File: src/svid_bank_params.svh
// constants of the telemetry and identity register bank
`ifndef SVID_BANK_PARAMS_SVH
`define SVID_BANK_PARAMS_SVH

// register indexes as seen on the serial link
`define IDX_MAKER_ID 8'h00
`define IDX_PART_ID 8'h01
`define IDX_PART_REV 8'h02
`define IDX_DATE_CODE 8'h03
`define IDX_PROTOCOL 8'h05
`define IDX_FEATURES 8'h06
`define IDX_STATUS_PRI 8'h10
`define IDX_STATUS_SEC 8'h11
`define IDX_ZONE 8'h12
`define IDX_IOUT 8'h15
`define IDX_VOUT 8'h16
`define IDX_TEMP 8'h17
`define IDX_POWER 8'h18

// fixed values and reset values
`define VAL_PROTOCOL 8'h01
`define VAL_FEATURES 8'hd7
`define RST_STATUS 8'h00
`define RST_ZONE 8'h00
`define RST_TELEMETRY 8'h01
`define VAL_UNSUPPORTED 8'h00
`define VAL_FLOOR 8'h01

// feature flag bit positions
`define FEAT_IOUT_FMT 7
`define FEAT_TEMP 6

// packing of the converter sample word
`define SAMP_IOUT_LSB 0
`define SAMP_VOUT_LSB 8
`define SAMP_TEMP_LSB 16
`define SAMP_W 24

// zone thresholds in degrees, top zone at the limit
`define ZONE_TOP_DEG 100
`define ZONE_STEP_DEG 3

// power scaling: product shifted right by this
`define PWR_SHIFT 8

`endif

File: src/svid_bank_pkg.sv
// types shared by the register bank and its power helper
package svid_bank_pkg;

    // whole state of the bank
    typedef struct packed {
        logic tgl_s1;
        logic tgl_s2;
        logic tgl_s3;
        logic [23:0] samp_s1;
        logic [23:0] samp_s2;
        logic [7:0] st1_s1;
        logic [7:0] st1_s2;
        logic [7:0] st2_s1;
        logic [7:0] st2_s2;
        logic [7:0] iout;
        logic [7:0] vout;
        logic [7:0] temp;
        logic [7:0] stat1;
        logic [7:0] stat2;
        logic [7:0] zone;
        logic pwr_go;
        logic alert;
        logic [7:0] rdata;
        logic done;
        logic hit;
    } bank_state_t;

    // whole state of the power helper
    typedef struct packed {
        logic [7:0] power;
        logic valid;
    } power_state_t;

endpackage

File: src/svid_telemetry_id_register_bank.sv
// identity, status and telemetry registers behind the serial voltage-id link
//
// Overview of operation
// maker code read at index 00h
// part code read at index 01h
// revision at 02h, date code at 03h
// protocol version 01h at index 05h
// feature flags D7h at index 06h
// bit 7 set: full scale is maximum current
// temperature, power, voltage, current supported; inputs not
// primary status at 10h, read after alert
// secondary status at 11h, resets to 00h
// temperature zones reported at index 12h
// current conversion at 15h, FFh at 2 V
// output voltage at 16h, 8 mV per count
// temperature at 17h in degrees, zero unsupported
// power at 18h is voltage times current
// writes leave read-only registers unchanged
`include "svid_bank_params.svh"

module svid_telemetry_id_register_bank #(
    // arbitrary neutral identity values
    parameter logic [7:0] MAKER_ID = 8'h5c,
    parameter logic [7:0] PART_ID = 8'h3e,
    parameter logic [7:0] PART_REV = 8'h00,
    parameter logic [7:0] DATE_CODE = 8'h00,
    // temperature zone ladder
    parameter int ZONE_TOP = `ZONE_TOP_DEG,
    parameter int ZONE_STEP = `ZONE_STEP_DEG,
    // power word scaling
    parameter int POWER_SHIFT = `PWR_SHIFT
) (
    // clock and reset
    input wire logic sys_clk,
    input wire logic rst_n,
    input wire logic clk_en,
    // register access from the link engine
    input wire logic [7:0] reg_index,
    input wire logic reg_rd,
    input wire logic reg_wr,
    input wire logic [7:0] reg_wdata,
    output logic [7:0] reg_rdata,
    output logic reg_done,
    output logic reg_hit,
    // converter samples, held steady across an update toggle
    input wire logic [7:0] adc_iout,
    input wire logic [7:0] adc_vout,
    input wire logic [7:0] adc_temp,
    input wire logic adc_update,
    // condition inputs from the analog side
    input wire logic [7:0] cond_primary,
    input wire logic [7:0] cond_secondary,
    // alert line, low while new primary status waits
    output logic alert_n
);

    ////////////////////////////////////////////////////////////////
    // parameter checks

    // the lowest zone threshold must stay at or above zero degrees
    if (ZONE_STEP < 0 || ZONE_STEP * 7 > ZONE_TOP) begin : g_chk_zone
        $error("register bank: zone ladder does not fit");
    end
    // thresholds are compared against an 8-bit reading
    if (ZONE_TOP > 255) begin : g_chk_top
        $error("register bank: zone top above 8 bits");
    end

    ////////////////////////////////////////////////////////////////
    // declarations

    svid_bank_pkg::bank_state_t state_r;
    svid_bank_pkg::bank_state_t state_nxt;
    logic [7:0] power_code;
    logic power_valid;
    logic [7:0] zone_hit;
    logic [7:0] samp_iout;
    logic [7:0] samp_vout;
    logic [7:0] samp_temp;
    logic samp_take;
    logic stat1_read;
    logic stat1_change;
    logic [7:0] rd_value;
    logic rd_mapped;
    logic [7:0] wr_unused;

    ////////////////////////////////////////////////////////////////
    // reset image of the state

    // telemetry starts at 01h so it never reads as unsupported
    // a constant, so the asynchronous reset branch loads no logic output
    localparam svid_bank_pkg::bank_state_t STATE_RST = '{
        iout: `RST_TELEMETRY,
        vout: `RST_TELEMETRY,
        temp: `RST_TELEMETRY,
        stat1: `RST_STATUS,
        stat2: `RST_STATUS,
        zone: `RST_ZONE,
        default: '0
    };

    ////////////////////////////////////////////////////////////////
    // fields of the synchronised sample word

    // only the second stage of the sample pipe is looked at
    assign samp_iout = state_r.samp_s2[`SAMP_IOUT_LSB +: 8];
    assign samp_vout = state_r.samp_s2[`SAMP_VOUT_LSB +: 8];
    assign samp_temp = state_r.samp_s2[`SAMP_TEMP_LSB +: 8];

    // a new sample lands once the toggle edge clears the synchroniser
    assign samp_take = state_r.tgl_s2 ^ state_r.tgl_s3;

    ////////////////////////////////////////////////////////////////
    // temperature zone ladder

    // one comparator per zone bit, top bit at the limit temperature
    for (genvar i = 0; i < 8; i++) begin : g_zone
        localparam int TH = ZONE_TOP - (7 - i) * ZONE_STEP;
        assign zone_hit[i] = (state_r.temp >= TH[7:0]);
    end

    ////////////////////////////////////////////////////////////////
    // primary status and alert

    // a read of the primary status is what releases the alert
    assign stat1_read = reg_rd && (reg_index == `IDX_STATUS_PRI);
    assign stat1_change = (state_r.st1_s2 != state_r.stat1);

    ////////////////////////////////////////////////////////////////
    // read decode

    // unmapped indexes read as zero and drop the hit flag
    always_comb begin
        rd_value = 8'h00;
        rd_mapped = 1'b1;
        if (reg_index == `IDX_MAKER_ID) begin
            rd_value = MAKER_ID;
        end else if (reg_index == `IDX_PART_ID) begin
            rd_value = PART_ID;
        end else if (reg_index == `IDX_PART_REV) begin
            rd_value = PART_REV;
        end else if (reg_index == `IDX_DATE_CODE) begin
            rd_value = DATE_CODE;
        end else if (reg_index == `IDX_PROTOCOL) begin
            rd_value = `VAL_PROTOCOL;
        end else if (reg_index == `IDX_FEATURES) begin
            rd_value = `VAL_FEATURES;
        end else if (reg_index == `IDX_STATUS_PRI) begin
            rd_value = state_r.stat1;
        end else if (reg_index == `IDX_STATUS_SEC) begin
            rd_value = state_r.stat2;
        end else if (reg_index == `IDX_ZONE) begin
            rd_value = state_r.zone;
        end else if (reg_index == `IDX_IOUT) begin
            rd_value = state_r.iout;
        end else if (reg_index == `IDX_VOUT) begin
            rd_value = state_r.vout;
        end else if (reg_index == `IDX_TEMP) begin
            rd_value = state_r.temp;
        end else if (reg_index == `IDX_POWER) begin
            rd_value = power_code;
        end else begin
            rd_mapped = 1'b0;
        end
    end

    // write data is accepted and dropped: every register here is read-only
    assign wr_unused = reg_wdata;

    ////////////////////////////////////////////////////////////////
    // next state

    always_comb begin
        state_nxt = state_r;

        // two-stage synchronisers for everything from the analog side
        state_nxt.tgl_s1 = adc_update;
        state_nxt.tgl_s2 = state_r.tgl_s1;
        state_nxt.tgl_s3 = state_r.tgl_s2;
        state_nxt.samp_s1 = {adc_temp, adc_vout, adc_iout};
        state_nxt.samp_s2 = state_r.samp_s1;
        state_nxt.st1_s1 = cond_primary;
        state_nxt.st1_s2 = state_r.st1_s1;
        state_nxt.st2_s1 = cond_secondary;
        state_nxt.st2_s2 = state_r.st2_s1;

        // telemetry capture on each converter update
        state_nxt.pwr_go = samp_take;
        if (samp_take) begin
            // current: converter already scales 2 V to FFh
            state_nxt.iout = samp_iout;
            // voltage: one count per 8 mV of differential sense
            state_nxt.vout = samp_vout;
            // temperature: zero is reserved, so a real 0 C reads 01h
            if (samp_temp == `VAL_UNSUPPORTED) begin
                state_nxt.temp = `VAL_FLOOR;
            end else begin
                state_nxt.temp = samp_temp;
            end
        end

        // zone flags follow the held temperature
        state_nxt.zone = zone_hit;

        // status registers mirror the synchronised conditions
        state_nxt.stat1 = state_r.st1_s2;
        state_nxt.stat2 = state_r.st2_s2;

        // alert: a change sets it, a primary read clears it, set wins
        if (stat1_change) begin
            state_nxt.alert = 1'b1;
        end else if (stat1_read) begin
            state_nxt.alert = 1'b0;
        end

        // answer to every read or write one cycle later
        state_nxt.done = reg_rd || reg_wr;
        state_nxt.hit = (reg_rd || reg_wr) && rd_mapped;
        if (reg_rd) begin
            state_nxt.rdata = rd_mapped ? rd_value : 8'h00;
        end else if (reg_wr) begin
            // a write returns nothing and changes nothing
            state_nxt.rdata = 8'h00;
        end
    end

    ////////////////////////////////////////////////////////////////
    // state register

    // clock enable low freezes every field, synchronisers included
    always_ff @(posedge sys_clk or negedge rst_n) begin
        if (!rst_n) begin
            state_r <= STATE_RST;
        end else if (clk_en) begin
            state_r <= state_nxt;
        end
    end

    ////////////////////////////////////////////////////////////////
    // power helper

    // product recomputed the cycle after each new sample is held
    output_power_calc #(
        .SHIFT(POWER_SHIFT)
    ) u_power (
        .sys_clk(sys_clk),
        .rst_n(rst_n),
        .clk_en(clk_en),
        .vout_code(state_r.vout),
        .iout_code(state_r.iout),
        .go(state_r.pwr_go),
        .power_code(power_code),
        .power_valid(power_valid)
    );

    ////////////////////////////////////////////////////////////////
    // outputs

    // all outputs straight from flops
    assign reg_rdata = state_r.rdata;
    assign reg_done = state_r.done;
    assign reg_hit = state_r.hit;
    assign alert_n = ~state_r.alert;

endmodule

File: src/output_power_calc.sv
// output power word from voltage and current readings
`include "svid_bank_params.svh"

module output_power_calc #(
    parameter int SHIFT = `PWR_SHIFT
) (
    // clock and reset
    input wire logic sys_clk,
    input wire logic rst_n,
    input wire logic clk_en,
    // readings in
    input wire logic [7:0] vout_code,
    input wire logic [7:0] iout_code,
    input wire logic go,
    // result out
    output logic [7:0] power_code,
    output logic power_valid
);
    svid_bank_pkg::power_state_t state_r;
    svid_bank_pkg::power_state_t state_nxt;
    logic [15:0] product;

    // shift must leave an 8-bit window inside the product
    if (SHIFT < 0 || SHIFT > 8) begin : g_chk
        $error("output_power_calc: SHIFT out of range");
    end

    // full product, then the window; zero is reserved for "unsupported"
    always_comb begin
        state_nxt = state_r;
        product = 16'(vout_code * iout_code) >> SHIFT;
        state_nxt.valid = go;
        if (go) begin
            state_nxt.power = (product[7:0] == `VAL_UNSUPPORTED) ? `VAL_FLOOR : product[7:0];
        end
    end

    // state register
    always_ff @(posedge sys_clk or negedge rst_n) begin
        if (!rst_n) begin
            state_r <= '{power: `RST_TELEMETRY, valid: 1'b0};
        end else if (clk_en) begin
            state_r <= state_nxt;
        end
    end

    assign power_code = state_r.power;
    assign power_valid = state_r.valid;
endmodule

File: config.mk
export PLATFORM = sky130hd
export DESIGN_NAME = svid_telemetry_id_register_bank
export DESIGN_NICKNAME = d
export VERILOG_FILES = /design/src/svid_bank_pkg.sv /design/src/svid_telemetry_id_register_bank.sv /design/src/output_power_calc.sv
export VERILOG_INCLUDE_DIRS = /design/src /design/src/src
export SDC_FILE = /design/constraint.sdc
export NUM_CORES = 1
export LEC_CHECK = 0
export BUFFER_PORTS_ARGS = -buffer_cell sky130_fd_sc_hd__buf_2
export CAP_MARGIN = 20
export CORE_MARGIN = 4
export CORE_UTILIZATION = 40
export DETAILED_ROUTE_END_ITERATION = 8
export PLACE_DENSITY = 0.58
export SLEW_MARGIN = 30
export SYNTH_ARGS = -nofsm -noshare
export SYNTH_HDL_FRONTEND = slang
export SYNTH_HIERARCHICAL = 1
export SYNTH_SLANG_ARGS = --single-unit
export TNS_END_PERCENT = 5
File: constraint.sdc
create_clock -name sys_clk -period 6.3 [get_ports sys_clk]
set_clock_uncertainty 0.05 [all_clocks]
set_input_delay 1.26 -clock sys_clk [delete_from_list [all_inputs] [get_ports sys_clk]]
set_output_delay 1.26 -clock sys_clk [all_outputs]
set_load 0.01 [all_outputs]
== Yosys cells after proc, flatten, opt, wreduce, memory -nomap -nowiden ==
Cells that the tools add are included.

* Add/sub/neg operators: 0
* Bitwise gates (word level): 2
* $lt $le $gt $ge: 8
* Eq/ne operators: 13
* Multiply operators: 1
* Div/mod/pow operators: 0
* Mux-type cells: 33
* Reduce and logical (&&, ||, !) cells: 12
* Shifts and indexed selects: 0

{| class="wikitable"
|+ Operator list
! kind !! count
|-
| 8-bit two-way mux || 18
|-
| 8-bit by 7-bit >= comparator with 1-bit output, second input constant || 8
|-
| 8-bit by 5-bit equality test with 1-bit output, second input constant || 7
|-
| 8-bit zero test || 3
|-
| 8-bit by 2-bit equality test with 1-bit output, second input constant || 2
|-
| 8-bit by 3-bit equality test with 1-bit output, second input constant || 2
|-
| 8-bit by 8-bit multiplier with 16-bit output || 1
|-
| 1-bit two-way mux || 15
|-
| 8-bit by 1-bit equality test with 1-bit output, second input constant || 1
|-
| 8-bit != test || 1
|-
| 2-bit AND reduction || 4
|-
| 2-bit nonzero test || 2
|-
| 1-bit logical AND || 2
|-
| 1-bit logical OR || 1
|-
| 1-bit inverter || 1
|-
| 1-bit XOR || 1
|}

* Memories kept: 0
* Bits in latches: 0
* Flip-flop bits (word level): 151
* ROM bits: 0
* RAM bits: 0
* Output and inout port bits: 11
* Logic and storage cells: 90

== Longest topological paths before layout ==
* Depth after elaboration: 16
* Gate-level depth with buffers: 17
* Mapped depth without buffers: 17

== Modules after synthesis ==
Netlist, hierarchy kept.

{| class="wikitable"
|+ By module, submodules not included
! module !! area an instance (um^2) !! times used !! cells each
|-
| svid_telemetry_id_register_bank || 6530.0 || 1 || 508
|-
| output_power_calc || 2269.7 || 1 || 235
|}

== Worst setup path before layout ==
Ideal clock, no wire load.

* Path type: flip-flop to flip-flop
* From: register state_r[45] in the netlist's numbering
* To: register u_power.state_r, in the netlist u_power/power_code[6]
* Cell stages (with the launch flop): 16
* Data arrival time: 4.276 ns
* Period minus slack after synthesis: 4.453 ns
* Path slack: 1.847 ns
* Buffers on the path: 0
* Library setup time: 0.128 ns
* Required time: 6.122 ns
* Cell sequence: dfrtp_1 -> and2_1 -> fa_1 -> fa_1 -> fa_1 -> inv_1 -> fa_1 -> inv_1 -> ha_1 -> and3_1 -> a21oi_1 -> o211ai_2 -> a31oi_2 -> o21bai_1 -> xor2_1 -> mux2_1

* Cells in the longest elaborated chain, start to end: 3

{| class="wikitable"
|+ Ends and longest elaborated chain
! element !! RTL line !! RTL
|-
| start: declaration || svid_telemetry_id_register_bank.sv:72 || <nowiki>svid_bank_pkg::bank_state_t state_r;</nowiki>
|-
| start signal: assignment || svid_telemetry_id_register_bank.sv:235 || <nowiki>state_r <= state_nxt;</nowiki>
|-
| 8-bit by 8-bit multiplier with 16-bit output (*) || output_power_calc.sv:31 || <nowiki>product = 16'(vout_code * iout_code) >> SHIFT;</nowiki>
|-
| 8-bit zero test (no line) || - ||
|-
| 8-bit two-way mux (*) || output_power_calc.sv:34 || <nowiki>state_nxt.power = (product[7:0] == `VAL_UNSUPPORTED) ? `VAL_FLOOR : product[7:0];</nowiki>
|-
| end signal: assignment || output_power_calc.sv:41 || <nowiki>state_r <= '{power: `RST_TELEMETRY, valid: 1'b0};</nowiki>
|-
| end signal: assignment || output_power_calc.sv:43 || <nowiki>state_r <= state_nxt;</nowiki>
|-
| end: declaration || output_power_calc.sv:19 || <nowiki>svid_bank_pkg::power_state_t state_r;</nowiki>
|}

Every way passes the cells marked *; elsewhere a longest branch is shown, timed or not.
A chain may end at the register's enable or synchronous reset.

== Worst setup path after layout ==
* From: register state_r[48] in the netlist's numbering
* To: register u_power.state_r, in the netlist u_power/power_code[0]

Same word-level chain as after synthesis.

==> impl_metrics.json <==
{
  "outcome": "completed",
  "final_common_cell": "dfrtp_1",
  "nets": 917,
  "die_area_um2": 24350,
  "crit_type": "reg2reg",
  "worst_ep_required_time_ps": 6570,
  "drv_cap": 0,
  "cts_root_buf": "clkbuf_16",
  "synth_nets": 870,
  "clock_sinks": 151,
  "vias": 5820,
  "hpwl_um": 14150,
  "drc": 0,
  "fin_crit_sh_pct": 79.43,
  "gr-total-overflow": 0,
  "cp-end-kind": "flop",
  "setup_violations": 0,
  "crit_top_cell": "fa_1",
  "slowest_delay_ps": 550,
  "crit_arrival_ps": 5270,
  "die_y_um": 156.0,
  "cts_tree": "yes",
  "min_path_type": "reg2reg",
  "wl_per_cell_um": 18.05,
  "final_layout_size_suffix_gt1_share_pct": 30.88,
  "grt_use_total_pct": 16.65,
  "ff2ff_setup_slack_ps": 1300,
  "relSlewSlack_pct": 39.04,
  "ant_nets": 0,
  "antenna_found_initial": 0,
  "max-clock-path-buffers": 2,
  "core_um2": 21290,
  "fin_crit_ps": 5004,
  "area_growth_pct": 12.29,
  "yosys_warnings": 6,
  "h-tree-depth": 4,
  "slew_violations": 0,
  "crit_fanout": 11,
  "path_delay_family": "adder cells",
  "ctsResizeCount": 0,
  "fin_tns_setup_ps": 0,
  "grt_pass1_vias": 6117,
  "crit_slowest_cell": "dfrtp_1",
  "grt_max_degree": 96,
  "gp_congestion": 0.9144,
  "crit_chain": "and2_1 -> fa_1 -> fa_1 -> fa_1 -> inv_1 -> fa_1 -> inv_1 -> ha_1 -> and3_1 -> o31ai_1 -> o311a_1 -> o21ai_1 -> xnor2_1 -> nand4_1 -> o41ai_2",
  "die_x_um": 156.0,
  "drt_iter0_markers": 315,
  "grt_pass1_wl_um": 32290,
  "clock_latency_ps": 420,
  "max_freq_ghz": 0.1998,
  "final_cell_mix": "dfrtp_1, mux2_2, buf_2",
  "syn_avg_cell_area_um2": 11.85,
  "fillers": 1940,
  "initial_core_util_pct": 41.18,
  "hold_violations": 0,
  "rsz0062_at_grt": "false",
  "routed_wl_um": 19400,
  "io_pins": 73,
  "crit_buf_inv": 2,
  "synthCells": 740,
  "vias_per_cell": 5.414,
  "io_buffers": 64,
  "drt_pre_antenna_iters": 5,
  "cts_buffers": 17,
  "start_kind": "flop",
  "cts_setup_buffers": 0,
  "antennaDiodeCount": 0,
  "rows": 53,
  "tightest_slew_ps": 914.4,
  "holdBufCountCts": 0,
  "syn_area_um2": 8766,
  "clkTransAtPathRegs_ps": 60
}
-- routing by layer --
metal	GRT usage, %	wire [um]	up-vias
li1	-	-	2722
met1	21.72	8683	2957
met2	28.00	9645	115
met3	2.663	623	26
met4	6.211	452	0
met5	0	0	-
-- worst paths after layout --
check / start / to / cells past startpoint
hold reg to reg: reg_rdata[6] / reg_rdata[6] / 2
hold / removal: reg_rdata[6] / reg_rdata[6] / 2
min in group asynchronous: rst_n / state_nxt[80] / 1
max in group asynchronous: rst_n / samp_iout[4] / 2
setup / recovery: state_r[48] / u_power/power_code[0] / 15
setup reg to reg: state_r[48] / u_power/power_code[0] / 15
-- registers in the layout, indices dropped and copies added (netlist names) --
signal / cells
reg_done: 1
reg_hit: 1
reg_rdata: 8
samp_iout: 8
samp_temp: 8
samp_vout: 8
state_nxt: 58
state_r: 51
u_power/power_code: 8
-- tightest hold or removal path: cells and delay by family (launching register included) --
kind | cells | cell delay [ps]
AO/OA/AOI/OAI | 1 | 60
flip-flops | 1 | 340
AND/OR/NAND/NOR | 1 | 50
-- through the flow --
| step | std cells | utilization [%] | cell area (um2) | hold slack, ps | worst slack [ps] |
|---|---|---|---|---|---|
| final | 1075 | 46.24 | 9843 | 434.1 | 1296 |
| after floorplan | 740 | - | 8766 | 405.2 | 1847 |
| after global placement | 1042 | 43.34 | 9225 | 434.3 | 1413 |
| after detailed placement | 1042 | 43.35 | 9228 | 423.4 | 1327 |
| after global routing | 1075 | 46.24 | 9843 | 446.3 | 1025 |
| after CTS | 1074 | 46.15 | 9823 | 438.2 | 1284 |
-- final cells by class --
class | count | area, um2 | share of cell area (%)
flip-flops and latches | 151 | 3784 | 38.44
repair buffers | 68 | 371.6 | 3.775
well taps | 275 | 344.1 | 3.496
clock buffers | 21 | 480.5 | 4.881
multi-input cells | 505 | 4583 | 46.56
inverters | 44 | 165.2 | 1.678
clock inverters | 11 | 115.1 | 1.169
Power is left out: the tool's default activity adds up to more than one toggle a clock period on the data nets, which glitch-free logic cannot reach.
